### src/tws_pkg.sv
package tws_pkg;

	// Register byte offsets on the bus
	localparam logic [4:0] TWS_OFF_CTRL = 5'h00;
	localparam logic [4:0] TWS_OFF_STAT = 5'h04;
	localparam logic [4:0] TWS_OFF_DATA = 5'h08;
	localparam logic [4:0] TWS_OFF_PDAT = 5'h0C;
	localparam logic [4:0] TWS_OFF_PCFG = 5'h10;
	localparam logic [4:0] TWS_OFF_IRQS = 5'h14;
	localparam logic [4:0] TWS_OFF_IRQM = 5'h18;
	localparam logic [4:0] TWS_OFF_PINS = 5'h1C;

	// Field positions
	localparam int TWS_CTRL_RATE0 = 0;
	localparam int TWS_CTRL_RATE1 = 1;
	localparam int TWS_CTRL_SEL   = 2;
	localparam int TWS_STAT_BUSY  = 0;
	localparam int TWS_PIN_DO     = 0;
	localparam int TWS_PIN_SK     = 1;
	localparam int TWS_PIN_DI     = 2;
	localparam int TWS_IRQ_DONE   = 0;
	localparam int TWS_BYTE0_MSB  = 7;

	// Shift register width and bits per transfer
	localparam int         TWS_SR_W  = 8;
	localparam logic [3:0] TWS_XFER  = 4'h8;
	localparam logic [3:0] TWS_CNT_1 = 4'h1;

	// Half periods of the shift clock, in core clock cycles
	localparam logic [2:0] TWS_HALF_DIV2 = 3'h1;
	localparam logic [2:0] TWS_HALF_DIV4 = 3'h2;
	localparam logic [2:0] TWS_HALF_DIV8 = 3'h4;
	localparam logic [2:0] TWS_DIV_ONE   = 3'h1;

	typedef enum logic [2:0] {
		TWS_ST_IDLE   = 3'b001,
		TWS_ST_MASTER = 3'b010,
		TWS_ST_SLAVE  = 3'b100
	} tws_state_type;

	// Pin drive bundle
	typedef struct packed {
		logic do_val;
		logic do_oe;
		logic sk_val;
		logic sk_oe;
	} tws_pins_type;

	// Complete state of the main module
	typedef struct packed {
		tws_state_type st;
		logic [2:0]    ctrl;
		logic          busy;
		logic [7:0]    sr;
		logic          so;
		logic          sck;
		logic [3:0]    cnt;
		logic          engaged;
		logic [1:0]    pdat;
		logic [1:0]    pcfg;
		logic          irq_st;
		logic          irq_mask;
		logic          ack;
		logic [31:0]   rdata;
		tws_pins_type  pins;
	} tws_regs_type;

	localparam tws_regs_type TWS_REGS_RESET = '{
		st: TWS_ST_IDLE, ctrl: 3'h0, busy: 1'b0, sr: 8'h00, so: 1'b0,
		sck: 1'b0, cnt: 4'h0, engaged: 1'b0, pdat: 2'h0, pcfg: 2'h0,
		irq_st: 1'b0, irq_mask: 1'b0, ack: 1'b0, rdata: 32'h0,
		pins: 4'h0
	};

endpackage

### src/tws_rate_div.sv
module tws_rate_div
	import tws_pkg::*;
#(
	parameter int CNT_W = 3
) (
	// Clock and reset
	input  wire logic       core_clk_i,
	input  wire logic       rst_i,
	// Control
	input  wire logic       run_i,
	input  wire logic [1:0] rate_i,
	// Half period strobe
	output logic            tick_o
);

	initial begin
		if (CNT_W < 3)
			$error("tws_rate_div: CNT_W must hold a count of four");
	end

	logic [CNT_W-1:0] cnt_q;
	logic [CNT_W-1:0] cnt_d;
	logic [CNT_W-1:0] half;

	// Half period from the rate field; 1x selects the slowest
	always_comb begin
		case (rate_i)
			2'b00:   half = CNT_W'(TWS_HALF_DIV2);
			2'b01:   half = CNT_W'(TWS_HALF_DIV4);
			default: half = CNT_W'(TWS_HALF_DIV8);
		endcase
		tick_o = run_i && (cnt_q == half - CNT_W'(TWS_DIV_ONE));
		if (!run_i || tick_o)
			cnt_d = '0;
		else
			cnt_d = cnt_q + CNT_W'(TWS_DIV_ONE);
	end

	// Counter restarts whenever the clock is stopped
	always_ff @(posedge core_clk_i) begin
		if (rst_i)
			cnt_q <= '0;
		else
			cnt_q <= cnt_d;
	end

endmodule

### src/tws_edge_det.sv
module tws_edge_det
	import tws_pkg::*;
(
	// Clock and reset
	input  wire logic core_clk_i,
	input  wire logic rst_i,
	// Level to watch
	input  wire logic lvl_i,
	// Edge pulses
	output logic      rise_o,
	output logic      fall_o
);

	logic prev_q;

	// Edges relative to the previous cycle
	assign rise_o = lvl_i && !prev_q;
	assign fall_o = !lvl_i && prev_q;

	always_ff @(posedge core_clk_i) begin
		if (rst_i)
			prev_q <= 1'b0;
		else
			prev_q <= lvl_i;
	end

endmodule

### src/tws_shifter.sv
// The implementer's own choices: the register addresses and the Avalon-MM interface to the registers.
module tws_shifter
	import tws_pkg::*;
#(
	parameter int RATE_CNT_W = 3
) (
	// Clock and reset
	input  wire logic        core_clk_i,
	input  wire logic        rst_i,
	// Avalon-MM slave
	input  wire logic [4:0]  avs_address,
	input  wire logic        avs_read,
	input  wire logic        avs_write,
	input  wire logic [3:0]  avs_byteenable,
	input  wire logic [31:0] avs_writedata,
	output logic [31:0]      avs_readdata,
	output logic             avs_waitrequest,
	// Serial pins
	output logic             port_pin_data_out_o,
	output logic             port_pin_data_out_oe_o,
	input  wire logic        port_pin_shift_clk_i,
	output logic             port_pin_shift_clk_o,
	output logic             port_pin_shift_clk_oe_o,
	input  wire logic        port_pin_data_in_i,
	// Interrupt
	output logic             irq_o
);

	initial begin
		if (RATE_CNT_W < 3)
			$error("tws_shifter: RATE_CNT_W too small");
	end

	tws_regs_type r_q;
	tws_regs_type r_d;

	logic master;
	logic slave_en;
	logic clk_int;
	logic tick;
	logic rise;
	logic fall;
	logic wr_go;
	logic rd_go;
	logic wr_b0;
	logic [7:0] wb;
	logic done_ev;

	// Mode decode: clock pin config picks internal or outside clock
	assign master   = r_q.ctrl[TWS_CTRL_SEL] && r_q.pcfg[TWS_PIN_SK];
	assign slave_en = r_q.ctrl[TWS_CTRL_SEL] && !r_q.pcfg[TWS_PIN_SK];

	// Internal shift clock; slave side gated by the engaged flag, so a
	// start with the outside clock high gives an early edge
	assign clk_int = master ? r_q.sck
		: (r_q.engaged && port_pin_shift_clk_i);

	tws_rate_div #(
		.CNT_W (RATE_CNT_W)
	) u_div (
		.core_clk_i (core_clk_i),
		.rst_i      (rst_i),
		.run_i      (master && r_q.busy),
		.rate_i     (r_q.ctrl[TWS_CTRL_RATE1:TWS_CTRL_RATE0]),
		.tick_o     (tick)
	);

	tws_edge_det u_edge (
		.core_clk_i (core_clk_i),
		.rst_i      (rst_i),
		.lvl_i      (clk_int),
		.rise_o     (rise),
		.fall_o     (fall)
	);

	// Bus handshake: one wait state, write taken when ack is up, read captured while ack is low
	assign avs_waitrequest = (avs_read || avs_write) && !r_q.ack;
	assign wr_go = avs_write && r_q.ack;
	assign rd_go = avs_read && !r_q.ack;
	assign wr_b0 = wr_go && avs_byteenable[0];
	assign wb    = avs_writedata[TWS_BYTE0_MSB:0];

	// Transfer completes on the falling edge after the eighth rise
	assign done_ev = fall && r_q.busy && (r_q.cnt == TWS_XFER);

	// Outputs straight from flip-flops; irq is the AND of two
	assign avs_readdata            = r_q.rdata;
	assign port_pin_data_out_o     = r_q.pins.do_val;
	assign port_pin_data_out_oe_o  = r_q.pins.do_oe;
	assign port_pin_shift_clk_o    = r_q.pins.sk_val;
	assign port_pin_shift_clk_oe_o = r_q.pins.sk_oe;
	assign irq_o = r_q.irq_st && r_q.irq_mask;

	// Next state of the whole block
	always_comb begin
		r_d = r_q;
		r_d.ack = (avs_read || avs_write) && !r_q.ack;

		// Master clock toggles each half period while busy
		if (master && r_q.busy && tick)
			r_d.sck = !r_q.sck;
		else if (!(master && r_q.busy))
			r_d.sck = 1'b0; // Stop leaves the clock low

		// Rising edge: sample data in, MSB leaves first
		if (rise) begin
			r_d.sr = {r_q.sr[TWS_SR_W-2:0], port_pin_data_in_i};
			if (r_q.busy)
				r_d.cnt = r_q.cnt + TWS_CNT_1;
		end

		// Falling edge: present next bit; end after eight
		if (fall) begin
			r_d.so = r_q.sr[TWS_SR_W-1];
			if (done_ev) begin
				r_d.busy   = 1'b0;
				r_d.irq_st = 1'b1;
			end
		end

		// Slave stays engaged past busy until the port leaves slave
		if (!slave_en)
			r_d.engaged = 1'b0;

		// Register writes
		if (wr_b0) begin
			case (avs_address)
				TWS_OFF_CTRL: r_d.ctrl = wb[TWS_CTRL_SEL:0];
				TWS_OFF_STAT: begin
					if (wb[TWS_STAT_BUSY]) begin
						r_d.busy = 1'b1;
						r_d.cnt  = '0;
						r_d.engaged = slave_en || r_q.engaged;
					end else begin
						r_d.busy = 1'b0;
					end
				end
				TWS_OFF_DATA: begin
					// Safe only with the clock low
					r_d.sr = wb;
					r_d.so = wb[TWS_SR_W-1];
				end
				TWS_OFF_PDAT: r_d.pdat = wb[TWS_PIN_SK:TWS_PIN_DO];
				TWS_OFF_PCFG: r_d.pcfg = wb[TWS_PIN_SK:TWS_PIN_DO];
				TWS_OFF_IRQS: begin
					// Write one clears, a done in the same cycle wins
					if (wb[TWS_IRQ_DONE] && !done_ev)
						r_d.irq_st = 1'b0;
				end
				TWS_OFF_IRQM: r_d.irq_mask = wb[TWS_IRQ_DONE];
				default: ;
			endcase
		end

		// A finished or stopped transfer launches no further rising clock edge;
		// at rate 00 the done cycle would otherwise toggle once more
		if (!r_d.busy)
			r_d.sck = 1'b0;

		// Read data captured in the wait cycle; unmapped reads zero
		if (rd_go) begin
			r_d.rdata = '0;
			case (avs_address)
				TWS_OFF_CTRL: r_d.rdata[TWS_CTRL_SEL:0] = r_q.ctrl;
				TWS_OFF_STAT: r_d.rdata[TWS_STAT_BUSY] = r_q.busy;
				TWS_OFF_DATA: r_d.rdata[TWS_SR_W-1:0] = r_q.sr;
				TWS_OFF_PDAT: r_d.rdata[TWS_PIN_SK:0] = r_q.pdat;
				TWS_OFF_PCFG: r_d.rdata[TWS_PIN_SK:0] = r_q.pcfg;
				TWS_OFF_IRQS: r_d.rdata[TWS_IRQ_DONE] = r_q.irq_st;
				TWS_OFF_IRQM: r_d.rdata[TWS_IRQ_DONE] = r_q.irq_mask;
				TWS_OFF_PINS: begin
					r_d.rdata[TWS_PIN_DO] = port_pin_data_out_o;
					r_d.rdata[TWS_PIN_SK] = port_pin_shift_clk_i;
					r_d.rdata[TWS_PIN_DI] = port_pin_data_in_i;
				end
				default: ;
			endcase
		end

		// Mode state for status and debug
		case (1'b1)
			master && r_d.busy:   r_d.st = TWS_ST_MASTER;
			slave_en && r_d.engaged: r_d.st = TWS_ST_SLAVE;
			default:              r_d.st = TWS_ST_IDLE;
		endcase

		// Pin routing: serial use only while selected
		r_d.pins.do_oe = r_d.pcfg[TWS_PIN_DO];
		r_d.pins.sk_oe = r_d.pcfg[TWS_PIN_SK];
		if (r_d.ctrl[TWS_CTRL_SEL]) begin
			r_d.pins.do_val = r_d.so;
			r_d.pins.sk_val = r_d.sck;
		end else begin
			r_d.pins.do_val = r_d.pdat[TWS_PIN_DO];
			r_d.pins.sk_val = r_d.pdat[TWS_PIN_SK];
		end
	end

	// Single state register; reset floats every pin
	always_ff @(posedge core_clk_i) begin
		if (rst_i)
			r_q <= TWS_REGS_RESET;
		else
			r_q <= r_d;
	end

endmodule

### config.mk
export PLATFORM = sky130hd
export DESIGN_NAME = tws_shifter
export DESIGN_NICKNAME = d
export VERILOG_FILES = /design/src/tws_pkg.sv /design/src/tws_rate_div.sv /design/src/tws_edge_det.sv /design/src/tws_shifter.sv
export SDC_FILE = /design/constraint.sdc
export NUM_CORES = 1
export LEC_CHECK = 0
export ABC_AREA = 1
export BUFFER_PORTS_ARGS = -buffer_cell sky130_fd_sc_hd__buf_2
export CAP_MARGIN = 15
export CORE_MARGIN = 2
export CORE_UTILIZATION = 49
export DETAILED_ROUTE_END_ITERATION = 12
export PLACE_DENSITY = 0.8
export SLEW_MARGIN = 0
export SYNTH_ARGS = -nofsm -noshare
export SYNTH_HDL_FRONTEND = slang
export SYNTH_SLANG_ARGS = --single-unit
### constraint.sdc
create_clock -name core_clk_i -period 1.65 [get_ports core_clk_i]
set_input_delay 0.33 -clock core_clk_i [delete_from_list [all_inputs] [get_ports core_clk_i]]
set_output_delay 0.33 -clock core_clk_i [all_outputs]
set_load 0.02 [all_outputs]
# Word level (Yosys, flattened, before mapping)

Cells that the tools add are included.

Bits in registers: 42
Output and inout port bits: 38
Word-level logic and storage cells: 97

Add/subtract/negate cells: 3
Equal/unequal tests: 10
Multiplexer cells: 33
Reduce and logical (&&, ||, !) cells: 31

Operator list:

| operator            | count |
|---|---|
| $eq 5x5->1 const B  | 4 |
| $mux 1              | 17 |
| $logic_and 1x1->1   | 16 |
| $mux 5              | 3 |
| $mux 13             | 1 |
| $mux 11             | 1 |
| $eq 5x4->1 const B  | 2 |
| $mux 9              | 1 |
| $mux 4              | 2 |
| $mux 8              | 1 |
| $pmux 1 s8          | 1 |
| $logic_not 1->1     | 7 |
| $pmux 3 s2          | 1 |
| $eq 5x3->1 const B  | 1 |
| $logic_not 5->1     | 1 |
| $pmux 1 s5          | 1 |
| $add 4x1->4 const B | 1 |
| $eq 4x4->1 const B  | 1 |
| $mux 2              | 2 |
| $reduce_and 2->1    | 2 |
| $add 3x1->3 const B | 1 |
| $eq 3x3->1          | 1 |
| $logic_or 1x1->1    | 3 |
| $mux 3              | 1 |
| other kinds (5)     | 5 |

# Longest topological paths before layout

Word-level depth: 12
Gate-level depth with buffers: 10

# Modules after synthesis

A second synthesis with hierarchy kept.

Cell total of the unflattened synthesis: 315
Area total of the unflattened synthesis: 2,321.0 um2

Modules (own cells, without submodules):

| module       | times used | cells each | area each (um2) |
|---|---|---|---|
| tws_shifter  | 1          | 277        | 2,075.7 |
| tws_rate_div | 1          | 32         | 206.4 |
| tws_edge_det | 1          | 6          | 38.8 |

# Worst setup path after synthesis

No wires, ideal clock.

Path kind: register to register
Start: register r_q[40] (netlist bit)
End: register r_q[57] (netlist bit)
Data arrival time: 1,244 ps
Path slack: 284 ps
Cell stages (with the launch flop): 9
Period minus slack after synthesis: 1,366 ps
Cell sequence: dfxtp_1 nand2_1 nand2_1 nand2_2 nor2_4 buf_4 nand2_1 o211ai_1 a21oi_1

Cells in the longest elaborated chain, start to end: 6

Ends and longest elaborated chain:

| element                | line               | text |
|---|---|---|
| from (decl)            | tws_shifter.sv:34  | `tws_regs_type r_q;` |
| from (signal assigned) | tws_shifter.sv:204 | `r_q <= r_d;` |
| $logic_and 1x1->1 (*)  | tws_shifter.sv:50  | `assign master = r_q.ctrl[TWS_CTRL_SEL] && r_q.pcfg[TWS_PIN_SK];` |
| $mux 1 (*)             | tws_shifter.sv:55  | `assign clk_int = master ? r_q.sck` |
| $logic_and 1x1->1 (*)  | tws_edge_det.sv:17 | `assign rise_o = lvl_i && !prev_q;` |
| $mux 8 (*)             | tws_shifter.sv:106 | `if (rise) begin` |
| $mux 9                 | tws_shifter.sv:127 | `case (avs_address)` |
| $mux 13 (*)            | tws_shifter.sv:126 | `if (wr_b0) begin` |

Every way passes the cells marked *; elsewhere a longest branch is shown, timed or not.
A chain may end at the register's enable or synchronous reset.

# Final worst setup path

Start: register r_q[36] (netlist bit)
End: register r_q (netlist bit port_pin_shift_clk_o)

Cells in the longest elaborated chain, start to end: 5
Elaborated cells on any way between the ends: 6
Those cells by class: mux: 4; reduce/logical: 2

Ends and longest elaborated chain:

| element               | line               | text |
|---|---|---|
| $logic_and 1x1->1 (*) | tws_shifter.sv:78  | `assign wr_go = avs_write && r_q.ack;` |
| $logic_and 1x1->1 (*) | tws_shifter.sv:80  | `assign wr_b0 = wr_go && avs_byteenable[0];` |
| $mux 13               | tws_shifter.sv:126 |  |
| $mux 1                | tws_shifter.sv:157 | `if (!r_d.busy)` |
| $mux 1 (*)            | tws_shifter.sv:190 | `if (r_d.ctrl[TWS_CTRL_SEL]) begin` |

Marks and branches as above.

==> impl_metrics.csv <==
group,metric,value,unit
run_status,status,"finished, final reports clean",
critical_path,r2r-end,"port_pin_shift_clk_o",
critical_path,crit_chain,"nand2_1 > nor2_1 > buf_4 > nand4_1 > nand3_1 > nand2_1 > nand2_1 > a21boi_2",
synthesis,synth_top_area_share,0.353,
clock_network,tritoncts,"built",
synthesis,seq_area_frac_synth,0.353,
finish,finish.utilization,0.564,
floorplan,pin_count,85,
placed_design,port-buffer-count,33,
floorplan,die_h,72,µm
power,peakVddDrop,0.000434,V
clock_network,clkTransAtPathRegs,80,ps
detailed_routing,route.detailed.drc,0,
placed_design,gp_congestion,0.935,
floorplan,core_area,4410,µm²
power,leakagePower,1.17,nW
detailed_routing,drtIter0Drc,192,
power,powerDensity,837,nW/µm²
critical_path,path_buf_inv,1,
timing,grt_setup_unrepaired,"no",
synthesis,avgSynthCellArea,7.19,µm²
critical_path,cp_max_fo,4,
timing,slew_violations,0,
floorplan,die_area,5180,µm²
global_route,gr-total-overflow,0,
global_route,grt_max_degree,17,
timing,skew,6.99,ps
finish,fin_nets,397,
critical_path,critPathCaptureType,"register",
critical_path,arrival,1690,ps
timing,tns,0,ps
critical_path,crit_path_start_kind,"register",
clock_network,numCtsBuffers,5,
detailed_routing,wl,4710,µm
global_route,grt_pass1_vias,1816,
placed_design,placed_cell_area,2350,µm²
detailed_routing,via_count,2007,
critical_path,crit_family,"simple AND/OR/NAND/NOR gates",
timing,setup_violations,0,
synthesis,synth_area_leaders,"dfxtp_1 35%, buf_4 12%, nand2_1 9.3%",
min_path,whs_path_depth,3,
timing,post-route-min-period,1500,ps
critical_path,cp.required,1840,ps
run,maxCapViolations,0,
synthesis,netlist_area,2270,µm²
critical_path,crit_path_top_delay_cell,"dfxtp_1",
synthesis,synth_top_cell_by_area,"dfxtp_1",
timing,fin_crit_sh,0.909,
critical_path,crit_path_frequent_cell,"nand2_1",
global_route,grt_antenna_before_repair,0,
clock_network,htree_levels,2,
min_path,holdCritStartpoint,"port_pin_data_in_i",
critical_path,r2r_cells,8,
clock_network,cts.path.max_buffers,2,
placed_design,dp_hpwl,3630,µm
min_path,hold_class,"input port to register",
synthesis,yosys_warnings,0,
global_route,grt_pass1_wl,7980,µm
critical_path,r2r-start,"r_q[36]",
synthesis,synth.distinct_cells,32,
finish,area_growth,9.83,%
timing,finalHoldWorstSlack,336,ps
floorplan,num_rows,24,
global_route,track_usage,0.198,
detailed_routing,firstDrtPassIters,4,
finish,fin_area,2490,µm²
synthesis,synth_cells,315,
clock_network,cts.sinks,40,
finish,drive_gt1_frac,0.198,
critical_path,max_stage_delay,380,ps
critical_path,path_class,"register to register",
floorplan,die_w,72,µm
floorplan,initial_core_util,0.513,
finish,n_antenna_cell,0,
synthesis,ys_ff_latch,40,
timing,hold_violations,0,
clock_network,cts_root_buf,"clkbuf_8",
detailed_routing,avgRoutedWirePerCell,11.8,µm
detailed_routing,detail-route-antenna-nets,0,
detailed_routing,vias_per_cell,5.02,
timing,clock.fmax,667,MHz
critical_path,setup.worst_path.start,"r_q[36]",
clock_network,clock_latency,300,ps
min_path,min_to,"avs_readdata[2]",
critical_path,r2r_slack,150,ps
[stage by stage]
step | std cells | total power, mW | setup slack, ps
after floorplan | 338 | 1.22 | 284
after global placement | 392 | 1.22 | 56.2
after detailed placement | 392 | 1.23 | 12.3
after CTS | 400 | 2.09 | 164
after global routing | 400 | 2.15 | 25.7
final | 400 | 2.08 | 151
[logic make-up after synthesis]
logic type	after synthesis	share of synthesized area
AND/OR/NAND/NOR	128	0.273
buffers and inverters	80	0.198
AO/OA/AOI/OAI	59	0.142
flip-flops	40	0.353
XOR/XNOR	4	0.0155
adder cells (fa/ha/maj)	3	0.0166
other	1	0.00165
[final cells by class]
class	count	area, µm²
Inverter	39	146
Multi-Input combinational cell	218	1110
Timing Repair Buffer	43	240
Clock buffer	7	96.3
Tap cell	52	65.1
Clock inverter	1	30.0
Fill cell	425	1930
Sequential cell	40	801
[cell usage in the layout, fill, tap and decap left out]
cell / count
nor2_4: 4
o21ai_0: 26
buf_2: 33
a21oi_1: 20
nor3_4: 1
bufinv_16: 1
a21boi_2: 1
ha_1: 3
inv_2: 2
nand4_1: 11
nor2_2: 2
nand4_2: 1
a31oi_1: 5
nor3_2: 1
buf_4: 10
nand2_1: 56
a31o_2: 1
and2_1: 1
clkbuf_8: 7
conb_1: 24
nand3_4: 1
o211ai_1: 1
xor2_1: 2
nand2_2: 3
nand3b_1: 1
inv_1: 37
nand3_2: 1
o21ai_1: 2
a211oi_1: 3
nand3_1: 17
nor2_1: 28
dfxtp_1: 40
xnor2_1: 2
[Yosys cell counts]
master	n
a211oi_1	3
a21boi_2	1
a21oi_1	20
a31o_2	1
a31oi_1	5
and2_1	1
buf_2	2
buf_4	35
buf_6	2
clkbuf_1	2
conb_1	1
dfxtp_1	40
ha_1	3
inv_1	37
inv_2	2
nand2_1	56
nand2_2	3
nand3_1	17
nand3_2	2
nand3b_1	1
nand4_1	11
nand4_2	1
nor2_1	28
nor2_2	2
nor2_4	4
nor3_2	1
nor3_4	1
o211ai_1	1
o21ai_0	26
o21ai_1	2
xnor2_1	2
xor2_1	2
[worst min-delay path, cell delays in order]
cell and delay [ps]:
buf_2 120, nand3_1 70, a31oi_1 70
[where the power goes]
part	total, mW	leakage [nW]	internal (mW)	switching (mW)
logic	0.221	0.782	0.0601	0.161
registers	0.987	0.324	0.979	0.00787
clock network	0.876	0.0645	0.534	0.343
total	2.08	1.17	1.57	0.511
[state kept, by name (all words and copies together), names as in the netlist]
register	cells
port_pin_data_out_o	1
u_edge.prev_q	1
avs_readdata	8
u_div.cnt_q	3
port_pin_shift_clk_o	1
r_q	26
[metal layers]
layer | vias to the layer above | part of all wire | track usage | wire length (µm)
met5 | - | 0 | 0 | 0
met4 | 0 | 0.013 | 0.101 | 61
met3 | 6 | 0.066 | 0.0347 | 309
met2 | 57 | 0.48 | 0.323 | 2260
met1 | 914 | 0.44 | 0.252 | 2080
li1 | 1030 | - | - | -
[worst max path at each step]
stage,to,slack (ps),depth (start not counted)
6_report,port_pin_shift_clk_o,150,8
5_1_grt,port_pin_shift_clk_o,30,8
4_1_cts,port_pin_data_out_o,160,8
3_5_place_dp,port_pin_data_out_o,10,10
3_3_place_gp,port_pin_data_out_o,60,10
2_1_floorplan,r_q[57],280,8
[timing repair]
| item | in CTS | in global routing |
|---|---|---|
| setup endpoints to repair | 0 | 1 |
| hold buffers | 0 | 0 |
| gates resized for setup | 0 | 1 |
| setup buffers | 0 | 0 |
(Power assumes the default switching activity.)
